==> config.mk <==
export PLATFORM = sky130hd
export DESIGN_NAME = gpm_protection_monitor
export DESIGN_NICKNAME = d
export VERILOG_FILES = /design/src/rtl/gpm_pkg.sv /design/src/rtl/gpm_fail_timer.sv /design/src/rtl/gpm_protection_monitor.sv
export VERILOG_INCLUDE_DIRS = /design/src /design/src/rtl
export SDC_FILE = /design/constraint.sdc
export NUM_CORES = 2
export LEC_CHECK = 0
export ABC_AREA = 1
export ABC_CLOCK_PERIOD_IN_PS = 9550
export BUFFER_PORTS_ARGS = -buffer_cell sky130_fd_sc_hd__buf_2
export CAP_MARGIN = 20
export CORE_ASPECT_RATIO = 1.2
export CORE_MARGIN = 3
export CORE_UTILIZATION = 30
export DETAILED_ROUTE_END_ITERATION = 16
export PLACE_DENSITY_LB_ADDON = 0.15
export SLEW_MARGIN = 15
export SYNTH_ARGS = -nofsm -noshare
export SYNTH_HDL_FRONTEND = slang
export SYNTH_SLANG_ARGS = --single-unit
==> constraint.sdc <==
create_clock -name clk_i -period 9.55 [get_ports clk_i]
set_input_delay 0.955 -clock clk_i [delete_from_list [all_inputs] [get_ports clk_i]]
set_output_delay 0.955 -clock clk_i [all_outputs]
set_load 0.01 [all_outputs]
==> src/rtl/gpm_params.svh <==
// Purpose: Constants for the generator protection monitor
// Assumes: 100 MHz clk_i, classic Wishbone register access
// Notes: Offsets are byte addresses of 32-bit registers
// Functional notes
// On load, frequency under warning or shutdown limit raises matching alarm.
// On load, frequency over warning or shutdown limit raises matching alarm.
// Frequency fault only after fail timer, 0 to 10 s, default 1 s.
// Battery under 12.0 V warns, under 9.0 V shuts down.
// Battery over 29.0 V warns, over 30.0 V shuts down.
// Battery fault only after battery fail timer, up to 10 s, default 3 s.
// Phase voltage deviating from average beyond limit flags unbalance; zero disables.
// Phase current deviating from average beyond limit flags unbalance; zero disables.
// Unbalance action code: 0 none, 1 shutdown, 2 loaddump, 3 warning.
// Negative power magnitude over warning limit warns; zero limit disables monitoring.
// Negative power magnitude over loaddump limit raises loaddump alarm.
// Reverse power fault only after fail timer, up to 120 s, default 5 s.
// On load, any phase current over overcurrent limit flags fault; zero disables.
// Second or third voltage set selects second or third overcurrent limit.
// Time multiplier 1 to 64, default 16, larger reacts faster.
// Frequency percent limits are relative to nominal frequency, default 50 Hz.
// Overcurrent action 1 is loaddump; every other code is shutdown.
// Fail timers restart from zero when the quantity returns within limits.
`ifndef GPM_PARAMS_SVH
`define GPM_PARAMS_SVH

// Timing
`define GPM_CLK_NS 10
`define GPM_TICK_NS 100000000
`define GPM_TICKS_PER_SEC 10
`define GPM_OC_BASE 65
`define GPM_OC_MULT_MAX 64

// Register byte offsets
`define GPM_OFF_CTRL 8'h00
`define GPM_OFF_NOMF 8'h04
`define GPM_OFF_FLIM 8'h08
`define GPM_OFF_TIMR 8'h0C
`define GPM_OFF_BLOW 8'h10
`define GPM_OFF_BHIG 8'h14
`define GPM_OFF_UNB 8'h18
`define GPM_OFF_REV 8'h1C
`define GPM_OFF_OC12 8'h20
`define GPM_OFF_OC3 8'h24
`define GPM_OFF_STAT 8'h28
`define GPM_OFF_MASK 8'h2C
`define GPM_OFF_LIVE 8'h30
`define GPM_NUM_CFG 10

// Writable bits and reset values per config register
`define GPM_MSK_CTRL 32'h000000FF
`define GPM_RST_CTRL 32'h00000000
`define GPM_MSK_NOMF 32'h000001FF
`define GPM_RST_NOMF 32'h00000032
`define GPM_MSK_FLIM 32'hFFFFFFFF
`define GPM_RST_FLIM 32'h140FECF1
`define GPM_MSK_TIMR 32'h007F7FFF
`define GPM_RST_TIMR 32'h00100531
`define GPM_MSK_BAT 32'h01FF01FF
`define GPM_RST_BLOW 32'h005A0078
`define GPM_RST_BHIG 32'h012C0122
`define GPM_MSK_UNB 32'h00007F7F
`define GPM_MSK_W32 32'hFFFFFFFF
`define GPM_MSK_W16 32'h0000FFFF
`define GPM_RST_ZERO 32'h00000000

// Field positions
`define GPM_CTRL_SET 1:0
`define GPM_CTRL_VACT 3:2
`define GPM_CTRL_IACT 5:4
`define GPM_CTRL_OACT 7:6
`define GPM_TIMR_FREQ 3:0
`define GPM_TIMR_BAT 7:4
`define GPM_TIMR_REV 14:8
`define GPM_TIMR_MULT 22:16
`define GPM_LO16 15:0
`define GPM_HI16 31:16
`define GPM_LO9 8:0
`define GPM_HI9 24:16

// Action codes
`define GPM_ACT_NONE 2'h0
`define GPM_ACT_SD 2'h1
`define GPM_ACT_LD 2'h2
`define GPM_ACT_WARN 2'h3
`define GPM_OACT_LD 2'h1

// Event vector
`define GPM_NUM_TMR 11
`define GPM_NUM_EV 13

`endif

==> src/rtl/gpm_pkg.sv <==
// Purpose: Types shared by the protection monitor files
// Assumes: Constants come from gpm_params.svh
// Notes: Measurements in 0.1 Hz, 0.1 V, volts, amperes, kW
`include "gpm_params.svh"
package gpm_pkg;
	typedef logic [1:0] gpm_action_t;

	// Snapshot from the measurement front end
	typedef struct packed {
		logic [15:0] freq_dhz;
		logic [15:0] vbat_dv;
		logic [2:0][15:0] phase_v;
		logic [2:0][15:0] phase_i;
		logic signed [23:0] power_kw;
	} gpm_meas_t;

	// Alarm levels towards engine stop and load release
	typedef struct packed {
		logic warning;
		logic loaddump;
		logic shutdown;
	} gpm_alarm_t;
endpackage

==> src/rtl/gpm_fail_timer.sv <==
// Purpose: Qualifies one excursion with a fail timer
// Assumes: tick_i is a one-cycle pulse every 100 ms
// Notes: A limit of zero declares the fault on the next edge
`timescale 1ns/1ps
module gpm_fail_timer (
	// Clock and reset
	input wire logic clk_i,
	input wire logic rst_i,
	// Qualification
	input wire logic tick_i,
	input wire logic cond_i,
	input wire logic [11:0] limit_i,
	output logic fault_o
);
	logic [11:0] cnt_q;

	////////////////////////////////////////////////////////////////
	// Count ticks while out of limits; restart on return
	always_ff @(posedge clk_i) begin
		if (rst_i || !cond_i) begin
			cnt_q <= 12'h000;
		end else if (tick_i && cnt_q < limit_i) begin
			cnt_q <= cnt_q + 12'h001;
		end
	end

	// Fault only once the full time has elapsed
	always_ff @(posedge clk_i) begin
		if (rst_i) begin
			fault_o <= 1'b0;
		end else begin
			fault_o <= cond_i && (cnt_q >= limit_i);
		end
	end
endmodule // gpm_fail_timer

==> src/rtl/gpm_protection_monitor.sv <==
// Purpose: Limit checks, fail timers and alarm outputs for a genset
// Assumes: Measurements are synchronous to clk_i and refreshed by the front end
// Notes: Registers over classic Wishbone, one-cycle ack after each request
//
// Register access over Wishbone and the register offsets were decided locally.
`timescale 1ns/1ps
`include "gpm_params.svh"
module gpm_protection_monitor #(
	parameter int TICK_CYCLES = `GPM_TICK_NS / `GPM_CLK_NS
) (
	// Clock and reset
	input wire logic clk_i,
	input wire logic rst_i,
	// Wishbone slave
	input wire logic wb_cyc_i,
	input wire logic wb_stb_i,
	input wire logic wb_we_i,
	input wire logic [7:0] wb_adr_i,
	input wire logic [3:0] wb_sel_i,
	input wire logic [31:0] wb_dat_i,
	output logic [31:0] wb_dat_o,
	output logic wb_ack_o,
	// Measurement front end
	input gpm_pkg::gpm_meas_t meas_i,
	input wire logic gen_on_load_i,
	// Alarm consumers
	output gpm_pkg::gpm_alarm_t alarm_o,
	output logic irq_o
);
	import gpm_pkg::*;

	////////////////////////////////////////////////////////////////
	// Helpers

	// Byte lanes selected by sel, limited to writable bits
	function automatic logic [31:0] lane_mask(input logic [3:0] sel, input logic [31:0] wmask);
		logic [31:0] m;
		m = {{8{sel[3]}}, {8{sel[2]}}, {8{sel[1]}}, {8{sel[0]}}};
		return m & wmask;
	endfunction

	// Config register index from byte address, or 15 if none
	function automatic logic [3:0] cfg_index(input logic [7:0] adr);
		logic [3:0] idx;
		idx = 4'hF;
		if (adr[1:0] == 2'h0 && adr < `GPM_OFF_STAT) begin
			idx = adr[5:2];
		end
		return idx;
	endfunction

	// Writable bits of each config register
	function automatic logic [31:0] cfg_wmask(input int idx);
		logic [31:0] m;
		case (idx)
			0: m = `GPM_MSK_CTRL;
			1: m = `GPM_MSK_NOMF;
			2: m = `GPM_MSK_FLIM;
			3: m = `GPM_MSK_TIMR;
			4, 5: m = `GPM_MSK_BAT;
			6: m = `GPM_MSK_UNB;
			7, 8: m = `GPM_MSK_W32;
			9: m = `GPM_MSK_W16;
			default: m = `GPM_RST_ZERO;
		endcase
		return m;
	endfunction

	// Reset value of each config register
	function automatic logic [31:0] cfg_reset(input int idx);
		logic [31:0] r;
		case (idx)
			1: r = `GPM_RST_NOMF;
			2: r = `GPM_RST_FLIM;
			3: r = `GPM_RST_TIMR;
			4: r = `GPM_RST_BLOW;
			5: r = `GPM_RST_BHIG;
			default: r = `GPM_RST_ZERO;
		endcase
		return r;
	endfunction

	// Any phase deviating from the average by more than pct percent
	// |3x - sum| * 100 > pct * sum avoids a divider
	function automatic logic unbalanced(input logic [2:0][15:0] x, input logic [6:0] pct);
		logic signed [31:0] sum;
		logic signed [31:0] dev;
		logic hit;
		sum = 32'(x[0]) + 32'(x[1]) + 32'(x[2]);
		hit = 1'b0;
		for (int k = 0; k < 3; k++) begin
			dev = 32'(3 * 32'(x[k])) - sum;
			if (dev < 0) begin
				dev = -dev;
			end
			if (dev * 32'sd100 > 32'(pct) * sum) begin
				hit = 1'b1;
			end
		end
		return hit && (pct != 7'h00);
	endfunction

	////////////////////////////////////////////////////////////////
	// Register map, one 32-bit word per offset
	// CTRL: set select [1:0], where 0 and 3 both mean the primary set
	//   voltage unbalance action [3:2], current unbalance action [5:4]
	//   overcurrent action [7:6], code 1 loaddump, any other shutdown
	// NOMF: nominal frequency [8:0] in Hz
	// FLIM: signed percent bytes, low warning [7:0], low shutdown [15:8]
	//   high warning [23:16], high shutdown [31:24]
	// TIMR: fail times in seconds, frequency [3:0], battery [7:4]
	//   reverse power [14:8]; overcurrent multiplier [22:16]
	// BLOW: low battery warning [8:0], shutdown [24:16], in 0.1 V
	// BHIG: high battery warning [8:0], shutdown [24:16], in 0.1 V
	// UNB: unbalance percent, voltage [6:0], current [14:8]
	// REV: reverse power warning [15:0], loaddump [31:16], in kW
	//   A zero warning limit switches both reverse power checks off
	// OC12: overcurrent limits of the first [15:0] and second [31:16] set
	// OC3: overcurrent limit of the third set [15:0]
	// STAT: sticky events, write one to clear; MASK has the same layout
	//   timed faults [10:0], current unbalance [11], voltage unbalance [12]
	// LIVE: read only, faults [10:0], current unbalance [14]
	//   voltage unbalance [15], alarm levels [18:16]
	// Unmapped offsets read zero and drop writes, so a stray access
	// can never move a limit
	// The multiplier field needs seven bits, since its top value is 64

	////////////////////////////////////////////////////////////////
	// Declarations
	logic [31:0] cfg_q [0:`GPM_NUM_CFG-1];
	logic [`GPM_NUM_EV-1:0] status_q;
	logic [`GPM_NUM_EV-1:0] mask_q;
	logic [`GPM_NUM_EV-1:0] events;
	logic [31:0] tick_cnt_q;
	logic tick_q;
	logic req;
	logic wr_stb;
	logic [3:0] wr_idx;
	logic [31:0] rd_d;
	logic [31:0] ev_lane;
	logic [`GPM_NUM_TMR-1:0] cond;
	logic [`GPM_NUM_TMR-1:0] fault;
	logic [11:0] tlim [0:`GPM_NUM_TMR-1];
	logic vunb;
	logic iunb;
	logic [15:0] oc_lim;
	logic [23:0] rev_mag;
	gpm_alarm_t alarm_d;

	////////////////////////////////////////////////////////////////
	// Bus handshake: ack one cycle after the request, for one cycle
	// A write lands at the ack edge, while the master still holds its data
	assign req = wb_cyc_i && wb_stb_i;
	assign wr_stb = req && wb_we_i && wb_ack_o;
	assign wr_idx = cfg_index(wb_adr_i);

	always_ff @(posedge clk_i) begin
		if (rst_i) begin
			wb_ack_o <= 1'b0;
		end else begin
			wb_ack_o <= req && !wb_ack_o;
		end
	end

	// Read mux; unmapped addresses read as zero
	always_comb begin
		rd_d = 32'h00000000;
		if (wr_idx != 4'hF) begin
			rd_d = cfg_q[wr_idx];
		end else if (wb_adr_i == `GPM_OFF_STAT) begin
			rd_d = 32'(status_q);
		end else if (wb_adr_i == `GPM_OFF_MASK) begin
			rd_d = 32'(mask_q);
		end else if (wb_adr_i == `GPM_OFF_LIVE) begin
			rd_d = {13'h0000, alarm_o, vunb, iunb, 3'h0, fault};
		end
	end

	// Read data captured as the ack is raised
	always_ff @(posedge clk_i) begin
		if (rst_i) begin
			wb_dat_o <= 32'h00000000;
		end else if (req && !wb_ack_o) begin
			wb_dat_o <= rd_d;
		end
	end

	////////////////////////////////////////////////////////////////
	// Config registers, written at the edge that ends the cycle
	always_ff @(posedge clk_i) begin
		for (int k = 0; k < `GPM_NUM_CFG; k++) begin
			if (rst_i) begin
				cfg_q[k] <= cfg_reset(k);
			end else if (wr_stb && wr_idx == 4'(k)) begin
				cfg_q[k] <= (cfg_q[k] & ~lane_mask(wb_sel_i, cfg_wmask(k)))
					| (wb_dat_i & lane_mask(wb_sel_i, cfg_wmask(k)));
			end
		end
	end

	// Writable byte lanes of the event-wide registers

	assign ev_lane = lane_mask(wb_sel_i, {{(32 - `GPM_NUM_EV){1'b0}}, {`GPM_NUM_EV{1'b1}}});

	// Interrupt mask
	always_ff @(posedge clk_i) begin
		if (rst_i) begin
			mask_q <= '0;
		end else if (wr_stb && wb_adr_i == `GPM_OFF_MASK) begin
			mask_q <= (mask_q & ~ev_lane[`GPM_NUM_EV-1:0])
				| (wb_dat_i[`GPM_NUM_EV-1:0] & ev_lane[`GPM_NUM_EV-1:0]);
		end
	end

	// Sticky status, write one to clear; a live event wins over the clear
	always_ff @(posedge clk_i) begin
		if (rst_i) begin
			status_q <= '0;
		end else if (wr_stb && wb_adr_i == `GPM_OFF_STAT) begin
			status_q <= (status_q & ~(wb_dat_i[`GPM_NUM_EV-1:0]
				& ev_lane[`GPM_NUM_EV-1:0])) | events;
		end else begin
			status_q <= status_q | events;
		end
	end

	assign irq_o = |(status_q & mask_q);

	////////////////////////////////////////////////////////////////
	// 100 ms time base for all fail timers
	always_ff @(posedge clk_i) begin
		if (rst_i) begin
			tick_cnt_q <= 32'h00000000;
			tick_q <= 1'b0;
		end else if (tick_cnt_q >= 32'(TICK_CYCLES - 1)) begin
			tick_cnt_q <= 32'h00000000;
			tick_q <= 1'b1;
		end else begin
			tick_cnt_q <= tick_cnt_q + 32'h00000001;
			tick_q <= 1'b0;
		end
	end

	////////////////////////////////////////////////////////////////
	// Limit comparisons
	// Timer index: 0..3 freq lo-w, lo-sd, hi-w, hi-sd; 4..7 battery same order;
	// 8 reverse warning, 9 reverse loaddump, 10 overcurrent
	always_comb begin
		logic signed [31:0] f100;
		logic signed [31:0] thr [0:3];
		f100 = 32'(meas_i.freq_dhz) * 32'sd10;
		thr = '{default: 32'sh00000000};
		for (int k = 0; k < 4; k++) begin
			thr[k] = 32'(cfg_q[1][`GPM_LO9])
				* (32'sd100 + 32'($signed(cfg_q[2][8*k +: 8])));
		end
		cond[0] = gen_on_load_i && (f100 < thr[0]);
		cond[1] = gen_on_load_i && (f100 < thr[1]);
		cond[2] = gen_on_load_i && (f100 > thr[2]);
		cond[3] = gen_on_load_i && (f100 > thr[3]);
		cond[4] = meas_i.vbat_dv < 16'(cfg_q[4][`GPM_LO9]);
		cond[5] = meas_i.vbat_dv < 16'(cfg_q[4][`GPM_HI9]);
		cond[6] = meas_i.vbat_dv > 16'(cfg_q[5][`GPM_LO9]);
		cond[7] = meas_i.vbat_dv > 16'(cfg_q[5][`GPM_HI9]);
		cond[8] = (cfg_q[7][`GPM_LO16] != 16'h0000) && meas_i.power_kw[23]
			&& (rev_mag > 24'(cfg_q[7][`GPM_LO16]));
		cond[9] = (cfg_q[7][`GPM_LO16] != 16'h0000) && meas_i.power_kw[23]
			&& (rev_mag > 24'(cfg_q[7][`GPM_HI16]));
		cond[10] = 1'b0;
		for (int k = 0; k < 3; k++) begin
			if (meas_i.phase_i[k] > oc_lim) begin
				cond[10] = gen_on_load_i && (oc_lim != 16'h0000);
			end
		end
	end

	assign rev_mag = 24'(-meas_i.power_kw);

	// Overcurrent limit follows the selected nominal voltage set
	always_comb begin
		case (cfg_q[0][`GPM_CTRL_SET])
			2'h1: oc_lim = cfg_q[8][`GPM_HI16];
			2'h2: oc_lim = cfg_q[9][`GPM_LO16];
			default: oc_lim = cfg_q[8][`GPM_LO16];
		endcase
	end

	// Fail times in 100 ms ticks
	always_comb begin
		for (int k = 0; k < 4; k++) begin
			tlim[k] = 12'(cfg_q[3][`GPM_TIMR_FREQ]) * 12'(`GPM_TICKS_PER_SEC);
			tlim[k + 4] = 12'(cfg_q[3][`GPM_TIMR_BAT]) * 12'(`GPM_TICKS_PER_SEC);
		end
		tlim[8] = 12'(cfg_q[3][`GPM_TIMR_REV]) * 12'(`GPM_TICKS_PER_SEC);
		tlim[9] = tlim[8];
		// Larger multiplier means a shorter wait; zero acts as one, above the top clamps
		if (cfg_q[3][`GPM_TIMR_MULT] == 7'h00) begin
			tlim[10] = 12'(`GPM_OC_BASE - 1);
		end else if (cfg_q[3][`GPM_TIMR_MULT] > 7'(`GPM_OC_MULT_MAX)) begin
			tlim[10] = 12'(`GPM_OC_BASE - `GPM_OC_MULT_MAX);
		end else begin
			tlim[10] = 12'(`GPM_OC_BASE) - 12'(cfg_q[3][`GPM_TIMR_MULT]);
		end
	end

	////////////////////////////////////////////////////////////////
	// One fail timer per qualified condition
	generate
		for (genvar g = 0; g < `GPM_NUM_TMR; g++) begin : g_tmr
			gpm_fail_timer u_tmr (
				.clk_i(clk_i),
				.rst_i(rst_i),
				.tick_i(tick_q),
				.cond_i(cond[g]),
				.limit_i(tlim[g]),
				.fault_o(fault[g])
			);
		end
	endgenerate

	// Unbalance checks act at once
	// Event order: timed faults, then current and voltage unbalance
	assign vunb = unbalanced(meas_i.phase_v, cfg_q[6][6:0]);
	assign iunb = unbalanced(meas_i.phase_i, cfg_q[6][14:8]);
	assign events = {vunb, iunb, fault};

	////////////////////////////////////////////////////////////////
	// Alarm classification
	// Levels follow the faults; latching is left to the alarm consumers
	always_comb begin
		gpm_action_t va;
		gpm_action_t ia;
		va = vunb ? gpm_action_t'(cfg_q[0][`GPM_CTRL_VACT]) : `GPM_ACT_NONE;
		ia = iunb ? gpm_action_t'(cfg_q[0][`GPM_CTRL_IACT]) : `GPM_ACT_NONE;
		alarm_d.warning = fault[0] || fault[2] || fault[4] || fault[6] || fault[8]
			|| va == `GPM_ACT_WARN || ia == `GPM_ACT_WARN;
		alarm_d.loaddump = fault[9] || va == `GPM_ACT_LD || ia == `GPM_ACT_LD
			|| (fault[10] && cfg_q[0][`GPM_CTRL_OACT] == `GPM_OACT_LD);
		alarm_d.shutdown = fault[1] || fault[3] || fault[5] || fault[7]
			|| va == `GPM_ACT_SD || ia == `GPM_ACT_SD
			|| (fault[10] && cfg_q[0][`GPM_CTRL_OACT] != `GPM_OACT_LD);
	end

	// Registered alarm levels
	always_ff @(posedge clk_i) begin
		if (rst_i) begin
			alarm_o <= '0;
		end else begin
			alarm_o <= alarm_d;
		end
	end
endmodule // gpm_protection_monitor

==> out/qor.csv <==
stage;metric;value;unit
outcome;status;completed;
detailed_routing;drc;0;
detailed_routing;viasPerCell;4.69;
logic_synthesis;ys_top_cells_by_count;nand2_1, inv_1, ha_1;
logic_synthesis;synthDistinctLibCells;76;
setup_path;r2r_start;cfg_q[2][2];
timing;fin_crit_sh;98.0;%
floorplanning;fp.dieArea;272000;µm²
logic_synthesis;yosysTopAreaCell;ha_1;
detailed_routing;wl_per_cell;17.4;µm
placed_design;gp_congestion;0.948;
detailed_routing;wl_met3;10.1;mm
clocking;clk_path_buf_depth;3;
timing;finalCriticalPeriod;9.36;ns
floorplanning;initial_core_util;30.3;%
logic_synthesis;seq_area_frac_synth;13.5;%
worst_hold_path;hold_path.class;reg2reg;
detailed_routing;first_pass_iters;6;
setup_path;path_common_cell;nand2_1;
run;maxCapViolations;0;
grt;grt_start_max_net_pins;64;
setup_path;cp-startpoint;meas_i[57];
setup_path;reg2reg_slack;1.28;ns
clocking;clk_pin_slew_worst_paths;0.07;ns
detailed_routing;wl_met2;143;mm
logic_synthesis;synthMuxAreaShare;0.0125;%
setup_path;cp_slowest_cell;fa_1;
logic_synthesis;synth_area;79800;µm²
floorplanning;io_pins;239;
clocking;clock-root-buffer;clkbuf_16;
floorplanning;coreArea;263000;µm²
logic_synthesis;async_reset_ff_share;0;%
grt;first_global_vias;77700;
logic_synthesis;ys_seq_elements;439;
placed_design;place_hpwl;242;mm
timing;slew_headroom;23.9;%
floorplanning;row_count;206;
timing;rsz0062_at_grt;yes;
timing;fin_skew;0.0498;ns
timing;finalSetupViolCount;0;
clocking;clk_latency;0.63;ns
timing;finalHoldViolations;0;
cells_and_area;utilization;38.1;%
setup_path;worst_path_largest_cell_delay;0.59;ns
cells_and_area;layout.nets;14900;
clocking;cts_num_sinks;439;
logic_synthesis;synth_flop_cell;dfxtp_1;
logic_synthesis;synth_edf_count;201;
setup_path;reg2regPathDepth;33;
setup_path;worstPathRequired;10.08;ns
clocking;cts_tree;done;
grt;grt_usage;20.3;%
cells_and_area;drive_above_1_share;18.0;%
setup_path;crit_type;in2reg;
setup_path;cp.arrival;9.89;ns
floorplanning;fp.dieH;571;µm
floorplanning;die_x;477;µm
setup_path;cp-end-kind;register;
timing;max_freq;107;MHz
timing;slew_viol_final;0;
logic_synthesis;yosys.area_share.simple;20.9;%
logic_synthesis;synth_xor_area_share;5.13;%
detailed_routing;top_layer_used;met5;
detailed_routing;wl;283;mm
setup_path;crit_path_start_kind;input pin;
grt;antenna_found_initial;6;
clocking;cts_hold_buf;0;
detailed_routing;wl_met1;119;mm
cells_and_area;syn_to_final_growth;25.7;%
setup_path;crit_end;alarm_o[0];
logic_synthesis;synth_compound_area_share;10.5;%
logic_synthesis;synth_adder_area_share;37.8;%
setup_path;critPathMaxFanout;4;
logic_synthesis;synth_top_family_by_area;adder cells;
detailed_routing;drt_iter0_markers;4020;
logic_synthesis;synthTopCellsByArea;ha_1, fa_1, nand2_1;
clocking;cts.htree.levels;2;
detailed_routing;ant_nets;0;
logic_synthesis;synth_cells;11000;
logic_synthesis;synth_top_area_share;21.9;%
detailed_routing;via_count;76300;
logic_synthesis;yosysMostFrequentCell;nand2_1;
setup_path;r2r-end;g_tmr[0].u_tmr.cnt_q[2];
grt;grt_pass1_wl;437;mm
logic_synthesis;avgSynthCellArea;7.28;µm²
logic_synthesis;synth-warning-count;0;
grt;grt_overflow;0;
timing;worstMarginPinSlew;1.14;ns
placed_design;io_buffers;238;
clocking;cts_buffers;48;
[logic make-up after synthesis]
family | after synthesis
flip-flops | 439
AO/OA/AOI/OAI | 1455
other | 2
buffers and inverters | 2547
multiplexers | 1
adder cells (fa/ha/maj) | 2030
AND/OR/NAND/NOR | 4017
XOR/XNOR | 466
[layout by cell type, fill, tap and decap left out, types with 17 or more instances in the layout]
cell	netlist	final
a211oi_1	26	22
a31oi_1	36	35
o21a_1	29	29
nor2_1	844	801
xnor2_1	146	135
nand3_1	341	331
buf_2	14	234
inv_2	26	48
nor4_1	34	31
o21ai_1	36	46
inv_1	2325	2303
nand3b_1	22	22
a21oi_2	10	54
a21o_1	19	19
o21ai_0	253	231
clkinv_1	17	18
o211ai_1	69	69
edfxtp_1	201	201
nand2_1	2346	2265
nor3b_1	19	17
o21bai_1	36	35
ha_1	1394	1332
nor2_2	10	45
conb_1	2	145
a21oi_1	767	721
or2_2	47	46
nand4_1	173	173
o22ai_1	36	35
clkbuf_16	0	52
o221ai_1	25	24
xor2_1	318	281
buf_4	7	1461
nor3_1	126	119
nand2_2	5	72
o2111ai_1	18	17
ha_4	0	60
dfxtp_1	238	238
xor2_2	2	39
fa_1	636	632
[metal layers]
metal,track usage [%],vias to the layer above
met2,37.8,1484
met5,0,-
li1,-,38300
met1,24.8,36200
met4,6.24,4
met3,1.35,396
[cell type report]
class / instances / area [µm²]
diodes: 2 / 5.00
clock buffers: 64 / 1350
clock inverters: 24 / 253
fillers: 28000 / 163000
inverters: 2368 / 8900
multi-input cells: 8114 / 62000
flip-flops and latches: 439 / 10800
well taps: 3536 / 4420
repair buffers: 1724 / 12600
[critical path: cells and delay by family]
| kind | cells | cell delay (ns) |
|---|---|---|
| compound gates | 10 | 1.32 |
| fa+ha+maj | 10 | 3.59 |
| simple gates | 27 | 2.62 |
| xor+xnor | 2 | 0.45 |
| buf+inv | 11 | 0.95 |
[per-stage QoR]
step	std cells	cell area [µm²]	hold slack [ns]	setup TNS, ns	setup slack, ns
2_1_floorplan	11100	80300	0.408	0	0.355
3_3_place_gp	16100	96100	0.415	-8.18	-1.33
3_5_place_dp	16100	96200	0.418	-8.41	-1.34
4_1_cts	16200	98100	0.427	0	0.00487
5_1_grt	16300	100000	0.434	-2.40	-0.403
6_report	16300	100000	0.425	0	0.189
[flip-flops by register name (all words and copies together) (netlist names), named ones only]
register,flops
wb_ack_o,1
wb_dat_o,32
g_tmr.u_tmr.cnt_q,132
tick_q,1
g_tmr.u_tmr.fault_o,11
status_q,13
tick_cnt_q,32
cfg_q,201
alarm_o,3
[worst min-delay path by stage]
stage                                   end  cells after the start                    start  slack, ns
finish              g_tmr[0].u_tmr.cnt_q[9]                      2  g_tmr[0].u_tmr.cnt_q[9]       0.43
CTS                 g_tmr[0].u_tmr.cnt_q[9]                      2  g_tmr[0].u_tmr.cnt_q[9]       0.43
global placement    g_tmr[0].u_tmr.cnt_q[9]                      2  g_tmr[0].u_tmr.cnt_q[9]       0.42
floorplan           g_tmr[0].u_tmr.cnt_q[9]                      2  g_tmr[0].u_tmr.cnt_q[9]       0.41
detailed placement  g_tmr[0].u_tmr.cnt_q[9]                      2  g_tmr[0].u_tmr.cnt_q[9]       0.42
global route        g_tmr[2].u_tmr.cnt_q[9]                      2  g_tmr[2].u_tmr.cnt_q[9]       0.43
[what timing repair did]
action,in CTS,in global routing
cloned,0,5
pin swaps,16,168
resized for setup,58,374
setup buffers,7,39
endpoints found under the setup margin,7,7
Power is left out: the tool's default activity adds up to more than one toggle a clock period on the data nets, which glitch-free logic cannot reach.
